--- src/pkg/vifl_pkg.sv ---
// Purpose: shared constants and types for the virtual interrupt flag logic
// Assumes: one clock (mclk), asynchronous active-high reset
// Notes:   flag bit positions follow the processor flag register layout
`default_nettype none
package vifl_pkg;
  // register offsets on the plain register port
  localparam logic [7:0]  FLAGS_OFS      = 8'h00;
  localparam logic [7:0]  CTRL_OFS       = 8'h04;
  localparam logic [7:0]  STAT_OFS       = 8'h08;
  // processor flag register field positions
  localparam int          IF_BIT         = 9;
  localparam int          IO_PRIVILEGE_FIELD_LSB       = 12;
  localparam int          VM_BIT         = 17;
  localparam int          VIF_BIT        = 19;
  localparam int          VIP_BIT        = 20;
  localparam int          FIXED_ONE_BIT  = 1;
  // control register field positions
  localparam int          CTRL_VME_BIT   = 0;
  localparam int          CTRL_PE_BIT    = 1;
  // reset values
  localparam logic [31:0] FLAGS_RST      = 32'h0000_0002;
  localparam logic        VME_RST        = 1'b0;
  localparam logic        PE_RST         = 1'b0;
  // privilege field value that switches the virtual flags off
  localparam logic [1:0]  IO_PRIVILEGE_FIELD_TOP       = 2'h3;
  // fault vector and length of the privilege-0 save frame
  localparam logic [7:0]  GP_VECTOR      = 8'h0D;
  localparam logic [3:0]  SAVE_WORDS     = 4'h9;
  localparam logic [3:0]  SAVE_FLAGS_IDX = 4'h2;

  typedef enum logic [2:0] {
    OP_NONE, OP_CLI, OP_STI, OP_FLAG_PUSH_INSTR, OP_FLAG_POP_INSTR, OP_INT_RETURN_INSTR, OP_TASKSW, OP_MODESW
  } vifl_op_t;

  typedef enum logic [1:0] {
    ST_RUN, ST_SAVE, ST_CLEAR
  } vifl_state_t;
endpackage : vifl_pkg
`default_nettype wire

--- src/logic/vifl_req_sync.sv ---
// Purpose: bring the maskable request pin into mclk and merge the local controller request
// Assumes: lapic_req already runs on mclk
// Notes:   output is a level, held while either source asserts
`default_nettype none
module vifl_req_sync
  import vifl_pkg::*;
#(
  parameter int SYNC_STAGES = 2
) (
  // clock and reset
  input  wire  logic mclk,
  input  wire  logic sys_rst,
  // request sources
  input  wire  logic maskable_int_pin,
  input  wire  logic lapic_req,
  // merged request
  output logic       int_req
);
  typedef struct packed {
    logic [SYNC_STAGES-1:0] sync;
    logic                   req;
  } vifl_sync_st_t;

  vifl_sync_st_t st_reg;
  vifl_sync_st_t st_next;

  if (SYNC_STAGES < 2) begin : g_bad_stages
    $error("vifl_req_sync needs at least two synchroniser stages");
  end

  // only the last stage is read by logic
  always_comb begin
    st_next      = st_reg;
    st_next.sync = {st_reg.sync[SYNC_STAGES-2:0], maskable_int_pin};
    st_next.req  = st_reg.sync[SYNC_STAGES-1] | lapic_req;
  end

  always_ff @(posedge mclk or posedge sys_rst) begin
    if (sys_rst) begin
      st_reg <= '0;
    end else begin
      st_reg <= st_next;
    end
  end

  assign int_req = st_reg.req;
endmodule : vifl_req_sync
`default_nettype wire

--- src/logic/vifl_core.sv ---
// Purpose: virtual interrupt enable and pending flags for virtual-8086 tasks
// Assumes: instruction and local-controller inputs are on mclk; the request pin is asynchronous
// Notes:
// Functional notes
// - virtual flags live only with extension enable set and privilege field below 3
// - virtual enable flag sits at bit 19 of the flag register
// - virtual pending flag sits at bit 20 of the flag register
// - maskable requests from pin or local controller blocked while real enable clear
// - without the extension, v86 interrupts take the ordinary class 1 path
// - with virtual flags live, disable/enable instructions act on virtual enable only
// - acceptance of maskable interrupts depends on the real enable flag alone
// - with virtual flags live, flag push/pop use virtual enable instead of real
// - pending flag is read by hardware, written only by software
// - interrupt enters privilege 0 and saves nine state words on the stack
// - after saving, clear segments and v86 bit, then start the handler; here handler_start pulses in the same cycle as seg_clear
// - enable instruction checks pending first; sets virtual enable only if clear
// - enable instruction with pending set raises general protection fault
// - both virtual flags set at instruction start raises general protection fault
// - virtual flags untouched in real mode and across real/protected transitions; here a real-mode flag pop or interrupt return loads both from the image
// - these faults are delivered through vector 13
//
// The register offsets and the strobed register port are this design's own decisions.
`default_nettype none
module vifl_core
  import vifl_pkg::*;
(
  // clock and reset
  input  wire  logic        mclk,
  input  wire  logic        sys_rst,
  // register port
  input  wire  logic [7:0]  reg_addr,
  input  wire  logic [31:0] reg_wdata,
  input  wire  logic        reg_wr,
  input  wire  logic        reg_rd,
  output logic [31:0]       reg_rdata,
  // instruction stream
  input  wire  logic        instr_valid,
  input  wire  vifl_op_t    instr_op,
  input  wire  logic [31:0] instr_data,
  output logic              instr_done,
  output logic              core_busy,
  output logic [31:0]       push_data,
  // maskable interrupt requests
  input  wire  logic        maskable_int_pin,
  input  wire  logic        lapic_req,
  input  wire  logic [7:0]  int_vector,
  output logic              int_ack,
  // handler entry
  output logic              stack_wr,
  output logic [3:0]        stack_sel,
  output logic              seg_clear,
  output logic              handler_start,
  output logic [7:0]        handler_vector,
  // fault
  output logic              general_protection_fault,
  output logic [7:0]        fault_vector
);
  typedef struct packed {
    logic [31:0] flags;
    logic        mode_extension_enable;
    logic        pe;
    vifl_state_t state;
    logic [3:0]  save_idx;
    logic [3:0]  sel;
    logic [7:0]  vector;
    logic [7:0]  fault_cnt;
    logic [31:0] push_data;
    logic [31:0] rdata;
    logic        done;
    logic        ack;
    logic        stack_wr;
    logic        seg_clear;
    logic        handler_start;
    logic        gp_fault;
  } vifl_st_t;

  vifl_st_t st_reg;
  vifl_st_t st_next;
  logic     int_req;
  logic     virt_active;
  logic     both_set;
  logic     int_take;

  vifl_req_sync #(
    .SYNC_STAGES (2)
  ) u_req_sync (
    .mclk             (mclk),
    .sys_rst          (sys_rst),
    .maskable_int_pin (maskable_int_pin),
    .lapic_req        (lapic_req),
    .int_req          (int_req)
  );

  // virtual flags only mean something inside a protected-mode v86 task
  assign virt_active = st_reg.mode_extension_enable && (st_reg.flags[IO_PRIVILEGE_FIELD_LSB +: 2] != IO_PRIVILEGE_FIELD_TOP)
                       && st_reg.flags[VM_BIT] && st_reg.pe;
  assign both_set    = st_reg.flags[VIF_BIT] && st_reg.flags[VIP_BIT];
  // real enable alone decides; instructions win the cycle, a held request waits
  assign int_take    = int_req && st_reg.flags[IF_BIT] && !instr_valid;

  always_comb begin
    st_next               = st_reg;
    st_next.done          = 1'b0;
    st_next.ack           = 1'b0;
    st_next.stack_wr      = 1'b0;
    st_next.seg_clear     = 1'b0;
    st_next.handler_start = 1'b0;
    st_next.gp_fault      = 1'b0;
    st_next.rdata         = '0;

    unique case (st_reg.state)
      ST_RUN: begin
        if (instr_valid) begin
          st_next.done = 1'b1;
          if (virt_active && both_set) begin
            st_next.gp_fault = 1'b1;
          end else begin
            unique case (instr_op)
              OP_CLI: begin
                if (virt_active) begin
                  st_next.flags[VIF_BIT] = 1'b0;
                end else begin
                  st_next.flags[IF_BIT] = 1'b0;
                end
              end
              OP_STI: begin
                if (!virt_active) begin
                  st_next.flags[IF_BIT] = 1'b1;
                end else if (st_reg.flags[VIP_BIT]) begin
                  // fault leaves virtual enable as it was so the retry sees it clear
                  st_next.gp_fault = 1'b1;
                end else begin
                  st_next.flags[VIF_BIT] = 1'b1;
                end
              end
              OP_FLAG_PUSH_INSTR: begin
                st_next.push_data = st_reg.flags;
                if (virt_active) begin
                  st_next.push_data[IF_BIT] = st_reg.flags[VIF_BIT];
                end
              end
              OP_FLAG_POP_INSTR: begin
                if (virt_active) begin
                  // privileged fields and the real enable are kept
                  st_next.flags = instr_data;
                  st_next.flags[IF_BIT]         = st_reg.flags[IF_BIT];
                  st_next.flags[IO_PRIVILEGE_FIELD_LSB +: 2]  = st_reg.flags[IO_PRIVILEGE_FIELD_LSB +: 2];
                  st_next.flags[VM_BIT]         = st_reg.flags[VM_BIT];
                  st_next.flags[VIP_BIT]        = st_reg.flags[VIP_BIT];
                  st_next.flags[VIF_BIT]        = instr_data[IF_BIT];
                end else begin
                  st_next.flags         = instr_data;
                  st_next.flags[VM_BIT] = st_reg.flags[VM_BIT];
                end
                st_next.flags[FIXED_ONE_BIT] = 1'b1;
              end
              OP_INT_RETURN_INSTR, OP_TASKSW: begin
                // a full image load is a software write of the pending flag
                st_next.flags                = instr_data;
                st_next.flags[FIXED_ONE_BIT] = 1'b1;
              end
              OP_MODESW: begin
                st_next.pe            = !st_reg.pe;
                st_next.flags[VM_BIT] = 1'b0;
              end
              OP_NONE: begin
                st_next.done = 1'b1;
              end
            endcase
          end
          if (st_next.gp_fault) begin
            st_next.fault_cnt = st_reg.fault_cnt + 8'h01;
          end
        end else if (int_take) begin
          st_next.ack    = 1'b1;
          st_next.vector = int_vector;
          if (st_reg.pe && st_reg.flags[VM_BIT]) begin
            // same frame whether or not the extension is on
            st_next.state     = ST_SAVE;
            st_next.save_idx  = '0;
            st_next.push_data = st_reg.flags;
          end else begin
            st_next.handler_start = 1'b1;
          end
        end
      end
      ST_SAVE: begin
        st_next.stack_wr = 1'b1;
        st_next.sel      = st_reg.save_idx;
        st_next.save_idx = st_reg.save_idx + 4'h1;
        if (st_reg.save_idx == SAVE_WORDS - 4'h1) begin
          st_next.state = ST_CLEAR;
        end
      end
      ST_CLEAR: begin
        st_next.seg_clear     = 1'b1;
        st_next.flags[VM_BIT] = 1'b0;
        st_next.handler_start = 1'b1;
        st_next.state         = ST_RUN;
      end
    endcase

    if (reg_wr) begin
      unique case (reg_addr)
        FLAGS_OFS: begin
          st_next.flags                = reg_wdata;
          st_next.flags[FIXED_ONE_BIT] = 1'b1;
        end
        CTRL_OFS: begin
          st_next.mode_extension_enable = reg_wdata[CTRL_VME_BIT];
          st_next.pe  = reg_wdata[CTRL_PE_BIT];
        end
        default: begin
        end
      endcase
    end
    if (reg_rd) begin
      unique case (reg_addr)
        FLAGS_OFS: st_next.rdata = st_reg.flags;
        CTRL_OFS:  st_next.rdata = {30'h0, st_reg.pe, st_reg.mode_extension_enable};
        STAT_OFS:  st_next.rdata = {12'h0, (st_reg.state != ST_RUN), virt_active, both_set, 1'b0,
                                    st_reg.vector, st_reg.fault_cnt};
        default:   st_next.rdata = '0;
      endcase
    end
  end

  always_ff @(posedge mclk or posedge sys_rst) begin
    if (sys_rst) begin
      st_reg       <= '0;
      st_reg.flags <= FLAGS_RST;
      st_reg.mode_extension_enable   <= VME_RST;
      st_reg.pe    <= PE_RST;
      st_reg.state <= ST_RUN;
    end else begin
      st_reg <= st_next;
    end
  end

  assign reg_rdata                = st_reg.rdata;
  assign instr_done               = st_reg.done;
  assign core_busy                = (st_reg.state != ST_RUN);
  assign push_data                = st_reg.push_data;
  assign int_ack                  = st_reg.ack;
  assign stack_wr                 = st_reg.stack_wr;
  assign stack_sel                = st_reg.sel;
  assign seg_clear                = st_reg.seg_clear;
  assign handler_start            = st_reg.handler_start;
  assign handler_vector           = st_reg.vector;
  assign general_protection_fault = st_reg.gp_fault;
  assign fault_vector             = GP_VECTOR;

  logic run_instr;
  assign run_instr = instr_valid && (st_reg.state == ST_RUN) && !reg_wr;
endmodule : vifl_core
`default_nettype wire

--- config.mk ---
export PLATFORM = sky130hd
export DESIGN_NAME = vifl_core
export DESIGN_NICKNAME = d
export VERILOG_FILES = /design/src/pkg/vifl_pkg.sv /design/src/logic/vifl_req_sync.sv /design/src/logic/vifl_core.sv
export SDC_FILE = /design/constraint.sdc
export NUM_CORES = 1
export LEC_CHECK = 0
export BUFFER_PORTS_ARGS = -buffer_cell sky130_fd_sc_hd__buf_2
export CORE_MARGIN = 4
export CORE_UTILIZATION = 40
export CTS_BUF_LIST = sky130_fd_sc_hd__clkbuf_4
export DETAILED_ROUTE_END_ITERATION = 10
export HOLD_SLACK_MARGIN = 0.05
export SETUP_SLACK_MARGIN = 0.1
export SLEW_MARGIN = 20
export SYNTH_ARGS = -nofsm -noshare
export SYNTH_HDL_FRONTEND = slang
export SYNTH_SLANG_ARGS = --single-unit
--- constraint.sdc ---
create_clock -name mclk -period 5.3 [get_ports mclk]
set_input_delay 0.795 -clock mclk [delete_from_list [all_inputs] [get_ports mclk]]
set_output_delay 0.795 -clock mclk [all_outputs]
set_load 0.02 [all_outputs]
# Yosys cells after proc, flatten, opt, wreduce, memory -nomap -nowiden
# Cells that the tools add are included.
# totals
register_bits	133
input_bits	90
wordCells	121
# classes
add_sub_neg	2
eq_ne	19
muxes	57
bitwise_logic	2
reduce_logical	23
# ops
op	count
$mux W32	9
$pmux W32 S3	1
$mux W34	1
$mux W1	26
$pmux W12 S2	1
$mux W21	1
$mux W6	3
$pmux W9 S2	1
$mux W17	1
$mux W14	1
$pmux W7 S2	1
$eq A3 B3 Y1 const B	4
$ne A2 B2 Y1 const B	6
$add A8 B1 Y8 const B	1
$eq A8 B3 Y1 const B	1
$eq A8 B4 Y1 const B	1
$logic_and A1 B1 Y1	8
$logic_not A8 Y1	1
$pmux W1 S4	2
$pmux W4 S2	1
$reduce_and A4 Y1	2
$reduce_bool A2 Y1	4
$eq A3 B2 Y1 const B	2
$mux W2	3
17 further kinds	21

# Depth between registers and ports, before layout
# Gate-level depths: netlist of the first run.
# logic_depth
ltp_word	11
depth_mapped	12
ltp_nobuf	9

# Cells and area by module
# From an unflattened synthesis of the first run, not the netlist that was laid out.
# hier_totals
hier_cells	590
hier_area_um2	6462.4
# modules_own_cells
mod	instances	cells_each	area_each_um2	seq_area_each_um2
vifl_core	1	585	6377.4	3254.4
vifl_req_sync	1	5	85.1	75.1

# Least setup slack after synthesis of the first run
# No wires, ideal clock.
# synth_timing
kind	input port to flip-flop
from	in instr_op[2]
to	reg st_reg[76] in the netlist's numbering
setup_ps	79
arrival_time_ps	2259
path_slack_ps	2962
cell_stages	6
cell_sequence	buf_6 or3b_4 a2111oi_4 nand4_1 nor2_1 xor2_1
# synth_via
elab_chain_cells	6
# synth_lines
item	line_no	source
start, declared	vifl_core.sv:38	input wire vifl_op_t instr_op,
$eq A3 B2 Y1	vifl_core.sv:118	unique case (instr_op)
$mux W1	vifl_core.sv:118	
$mux W1	vifl_core.sv:115	if (virt_active && both_set) begin
$mux W1	vifl_core.sv:113	if (instr_valid) begin
$mux W1	vifl_core.sv:111	unique case (st_reg.state)
$reduce_and A3 Y1 (no source line)	n/a	
end signal, assigned	vifl_core.sv:236	st_reg <= st_next;
end, declared	vifl_core.sv:77	vifl_st_t st_reg;
# Every way passes these cells. The select of a mux whose other input is x is not followed.
# A chain may end at the register's enable or synchronous reset.

# Final worst setup path of the first run
# layout_timing
from	reg st_reg[94] in the netlist's numbering
to	reg st_reg (netlist bit push_data[28])
# layout_via
elab_chain_cells	2
# layout_lines
item	line_no
$logic_not A2 Y1	vifl_core.sv:111
$reduce_and A5 Y1 (no source line)	n/a
# Every way passes these cells.

==> results.md, run 1 <==
* FF+latch count, synth at 133
* Achievable clock frequency at 341 MHz
* GRT busiest layer: met2
* RSZ-0062 raised after global routing: no
* Int Pwr at 2.24 mW
* Clock Skew at 0.0166 ns
* Die Y at 135 um
* Worst Path Class, Setup: flop to flop
* Routed Antenna Nets at 0
* Net Switching at 1.22 mW
* Logic pwr share at 32.2%
* WP data arrival at 3.34 ns
* Ys async rst share at 100%
* Netlist cell types at 51
* GRT overflow at 0
* DRC at 0
* I/O pins at 181
* Largest net degree at the start of global routing at 94
* Clock transition at path regs at 0.12 ns
* Drt first-iter violations at 339
* Share of the yosys chip area belonging to registers at 51.4%
* Routed length per instance at 17.2 um
* Largest register FFs at 48
* Die area at 18300 um2
* Non-Filler Instances at 903
* Pins Over Slew Limit at 0
* Overall Global Routing Usage at 17.3%
* Mean Syn Cell Area at 11.0 um2
* CP endpoint kind: flop
* Slew Limit Headroom at 22.5%
* Pwr per Cell Area at 481 nW/um2
* Vias in the first global route at 4397
* CTS Hold Bufs at 0
* WP data required at 5.70 ns
* YS warnings at 0
* CTS sink count at 133
* CTS Buffer Depth at 2
* Setup TNS at 0 ns
* Final hold violation count at 0
* Die Wd at 135 um
* Hold_ws at 0.367 ns
* Leakage Power at 3.70 nW
* Routed wire length at 15500 um
* GRT met1 Usage at 22.7%
* Final #Nets at 769
* Flop pwr share at 45.3%
* Slew at the pin closest to its max-slew limit at 1.15 ns
* Setup-failing EPs final at 0
* Dpl cells at 869
* Final core area utilization at 45.4%
* Port bufs at 171
* Status: finished, final reports clean
* Initial antenna violation count at 2
* First-pass GRT wire length at 24400 um
* Hold WC Path Type: flop to flop
* Area of the mapped netlist at 6470 um2
* Area grow syn2layout at 11.3%
* Core ar. at 15900 um2
* Post-CTS Resized at 0
* HPWL after DPL at 10800 um
* Later-pin clock latency in the skew report at 0.52 ns
* Initial Util at 40.7%
* Post-synth EDFFs at 0
* Startpoint class of the critical path: flop
* DRT Pass-1 Iters at 5
* Drt via density at 4.91
* Max cap viols at 0
* H-tree Lvls at 4
* Total CTS buffers at 17
* Setup repair bufs after CTS at 0
* Max rail drop VDD at 157 uV
* Ratio of cells with drive above 1 in the final layout at 36.6%
* Number of core rows at 46
* Synth Instances at 588
* GPL Wtd Cong at 0.905
* CTS tree: yes
* Final Critical Period at 2.94 ns
* GRT met3 Usage at 5.79%
* Crit Path Max Fanout at 34
* Vias at 4437
* Top FF cell, synth: dfrtp_1
* Root Driver: clkbuf_4
* Tcrit/Tclk final at 55.4%
* Met2 Use GR at 26.7%
* Clk pwr share at 22.5%
* Sw frac at 35.2%
==> stage by stage <==
stage	power [mW]	cell area, um2	setup WS (ns)
after CTS	3.50	7170	2.36
final	3.46	7210	2.36
after detailed placement	2.71	6840	2.20
after floorplan	2.54	6490	0.952
after global routing	3.68	7210	2.19
after global placement	2.67	6840	1.98
==> final timing paths <==
kind	from	to	slack [ns]	depth (start not counted)
setup / recovery	st_reg[94]	push_data[28]	2.36	8
hold / removal	u_req_sync.st_next[2]	u_req_sync.st_reg[2]	0.37	0
setup reg to reg	st_reg[94]	push_data[28]	2.36	8
hold reg to reg	u_req_sync.st_next[2]	u_req_sync.st_reg[2]	0.37	0
max in group asynchronous	sys_rst	reg_rdata[10]	3.80	3
min in group asynchronous	sys_rst	st_reg[111]	0.44	2
==> power groups by stage <==
stage,clock network (mW),registers (mW),logic [mW]
2_1_floorplan,0,1.52,1.03
3_3_place_gp,0,1.57,1.10
3_5_place_dp,0,1.59,1.12
4_1_cts,0.807,1.57,1.13
5_1_grt,0.857,1.61,1.21
6_report,0.778,1.57,1.12
==> per-layer routing <==
layer  part of all wire (%)  routed length, um
met1                     44               6860
met2                     48               7400
met3                    6.6               1020
met5                  0.077                 12
met4                    1.6                254
==> critical path, cell delays in order (launching register included) <==
cell and delay, ns:
dfrtp_1 0.40, inv_1 0.07, ha_1 0.30, inv_2 0.14, or3_1 0.41, inv_2 0.22
nand3_1 0.21, o41a_4 0.64, mux2_2 0.40
==> logic make-up after synthesis <==
| family | after synthesis | synth area share (%) |
|---|---|---|
| and+or+nand+nor | 151 | 10.6 |
| other | 2 | 0.116 |
| AOI/OAI and AO/OA | 90 | 9.26 |
| muxes | 67 | 12.6 |
| adders and majority gates | 6 | 1.16 |
| buffers and inverters | 128 | 13.4 |
| xor gates and xnor gates | 11 | 1.49 |
| DFF | 133 | 51.4 |
==> placed cells by master (no fill, tap or decap), types with 5 or more instances in the layout <==
| master | n |
|---|---|
| mux2_4 | 26 |
| xnor2_1 | 5 |
| ha_1 | 6 |
| a21oi_1 | 38 |
| nand3_1 | 11 |
| bufinv_16 | 5 |
| clkbuf_4 | 19 |
| nand2_1 | 43 |
| nand4_1 | 6 |
| a22oi_1 | 16 |
| dfrtp_1 | 132 |
| and3_1 | 15 |
| xor2_1 | 6 |
| clkinv_1 | 5 |
| mux2_2 | 10 |
| mux2i_1 | 31 |
| conb_1 | 8 |
| buf_2 | 171 |
| nor2_1 | 59 |
| o21ai_0 | 10 |
| inv_1 | 11 |
==> final cells by class <==
cell class	count	area (um2)
Antenna cell	1	2.50
Clock buffer	19	143
Clock inverter	13	186
Fill cell	1560	8680
Inverter	14	57.6
Multi-Input combinational cell	333	2320
Sequential cell	133	3330
Tap cell	216	270
Timing Repair Buffer	174	898
==> Yosys cell counts, types with 11 or more instances <==
cell type | number | area, um2
a21oi_1 | 38 | 190
mux2_4 | 26 | 390
mux2i_1 | 31 | 310
a22oi_1 | 16 | 120
nor2_1 | 60 | 225
buf_4 | 86 | 646
nand3_1 | 11 | 55.1
nand2_1 | 43 | 161
and3_1 | 15 | 93.8
clkbuf_1 | 19 | 71.3
dfrtp_1 | 132 | 3300
inv_1 | 12 | 45.0
Note: power is estimated with default switching activity, not from simulation.
==> run 2, diff against run 1 <==
--- a/config.mk
+++ b/config.mk
@@ -11,6 +11,7 @@
 export CTS_BUF_LIST = sky130_fd_sc_hd__clkbuf_4
 export DETAILED_ROUTE_END_ITERATION = 10
 export HOLD_SLACK_MARGIN = 0.05
+export PLACE_DENSITY = 0.66
 export SETUP_SLACK_MARGIN = 0.1
 export SLEW_MARGIN = 20
 export SYNTH_ARGS = -nofsm -noshare
==> constraint.sdc (replaced) <==
create_clock -name mclk -period 2.4 [get_ports mclk]
set_input_delay 0.36 -clock mclk [delete_from_list [all_inputs] [get_ports mclk]]
set_output_delay 0.36 -clock mclk [all_outputs]
set_load 0.02 [all_outputs]
==> run 2 against run 1 <==
Effect of this change: the flow now finishes with violations (design-rule violations); sequential share of layout area is 3.8 points lower; register-to-register slack got worse by 2.1 ns; fmax up 37%; via count up 6.0%; sequential power rose by 120%; count of clock-buffer cells in the layout shrank 1; total power grew 130%; first-iteration DRC count shrank 10%; core utilization up 4.1 points; critical endpoint is now push_data[7].
==> results.md, run 2 (synthesis results as in run 1) <==
* CP endpoint kind: flop
* Reg2Reg Setup Slack at 0.25 ns
* Achievable clock frequency at 466 MHz
* Routed length per instance at 16.8 um
* Clock Skew at 0.0211 ns
* DRC at 2
* Setup WS pre-CTS at 0.168 ns
* Drt via density at 4.87
* Worst path slowest cell: dfrtp_1
* Die area at 18300 um2
* Later-pin clock latency in the skew report at 0.55 ns
* Routed Antenna Nets at 0
* Leakage Power at 3.99 nW
* Core ar. at 15900 um2
* Most used cell along the critical path: inv_2
* Number of core rows at 46
* RSZ-0062 raised after global routing: no
* Status: finished with violations
* Drt first-iter violations at 305
* Total CTS buffers at 17
* Routed wire length at 16200 um
* Final #Nets at 832
* Vias at 4702
* Hold WC Path Type: input port to flop
* CP Buf/Inv Count at 4
* Pins Over Slew Limit at 0
* Worst Path Class, Setup: flop to flop
* GPL Wtd Cong at 0.891
* Largest net degree at the start of global routing at 76
* Max rail drop VDD at 351 uV
* Root Driver: clkbuf_4
* Max cap viols at 0
* H-tree Lvls at 4
* Tcrit/Tclk final at 89.5%
* Startpoint class of the critical path: flop
* CTS tree: yes
* WP data arrival at 2.58 ns
* Setup ws final at 0.252 ns
* Most frequent cells in the layout: buf_2 (171), dfrtp_1 (132), nor2_1 (59)
* Vias in the first global route at 4875
* Slew Limit Headroom at 55.1%
* Final hold violation count at 0
* Area grow syn2layout at 21.3%
* Failing checks: design-rule violations
* Initial Util at 40.7%
* Hold_ws at 0.108 ns
* Pwr per Cell Area at 1010 nW/um2
* Initial antenna violation count at 1
* CTS Buffer Depth at 2
* Setup-failing EPs final at 0
* CTS sink count at 133
* HPWL after DPL at 11500 um
* Setup TNS at 0 ns
* Port bufs at 171
* Slew at the pin closest to its max-slew limit at 0.669 ns
* Overall Global Routing Usage at 18.0%
* Die Y at 135 um
* CP delay by family, top: simple AND/OR/NAND/NOR gates
* DRT Pass-1 Iters at 8
* Die Wd at 135 um
* Commonest non-fill, non-tap cell in the layout: buf_2
* First-pass GRT wire length at 25600 um
* WP data required at 2.83 ns
* Final Critical Period at 2.15 ns
* Ordered cell list for the critical path: inv_1, ha_1, inv_2, or3_1, inv_2, nand3_2, o41a_2, buf_4, mux2_4
* Crit Path Max Fanout at 12
* GRT overflow at 0
* I/O pins at 181
* CP peak stage delay at 0.42 ns
* Largest register FFs at 48
* Ratio of cells with drive above 1 in the final layout at 36.8%
* Clock transition at path regs at 0.11 ns
## run 2: final cells by class
cell class | instances | area [um2]
Fill cell | 1469 | 8030
Sequential cell | 133 | 3330
Multi-Input combinational cell | 333 | 2310
Timing Repair Buffer | 237 | 1510
Tap cell | 216 | 270
Clock inverter | 14 | 233
Clock buffer | 18 | 135
Inverter | 14 | 56.3
Antenna cell | 1 | 2.50
## run 2: layer usage
metal	global-route usage, %	share of wire (%)	wire [um]
met5	0	0	0
met4	6.66	2.1	340
met3	5.42	6.3	1020
met2	28.5	49	7880
met1	23.5	43	6980
## run 2: what timing repair did
action                     in CTS  in global routing
hold endpoints to repair      145                  0
gates resized for setup         0                  3
setup endpoints to repair       0                 31
hold buffers                   42                  0
buffers inserted                0                  0
## run 2: final timing paths
check                                      start              endpoint  cells past startpoint
max reg2reg                           st_reg[94]          push_data[7]                      9
min in group asynchronous                sys_rst          stack_sel[3]                      4
min                                instr_data[5]           st_reg[103]                      3
min reg2reg                u_req_sync.st_next[2]  u_req_sync.st_reg[2]                      0
max in group asynchronous                sys_rst         push_data[21]                      5
max                                   st_reg[94]          push_data[7]                      9
## run 2: report_power, final
group          switching [mW]  internal, mW  total (mW)
sequential              0.531          2.93        3.46
combinational            1.43          1.18        2.61
clock                   0.828          1.04        1.87
total                    2.78          5.15        7.93
## run 2: worst min-delay path, delay by kind of cell
family,cells,cell delay (ns)
AO/OA/AOI/OAI,1,0.13
buffers and inverters,1,0.07
multiplexers,1,0.05
## run 2: stage by stage
| step | std cells | power, mW | utilization, % | cell area, um2 |
|---|---|---|---|---|
| global route | 966 | 8.42 | 49.4 | 7850 |
| finish | 966 | 7.93 | 49.4 | 7850 |
| global placement | 891 | 5.96 | 44.4 | 7050 |
| detailed placement | 891 | 6.05 | 44.4 | 7050 |
| CTS | 965 | 8.01 | 49.3 | 7840 |
| floorplan | 594 | 5.62 | - | 6500 |
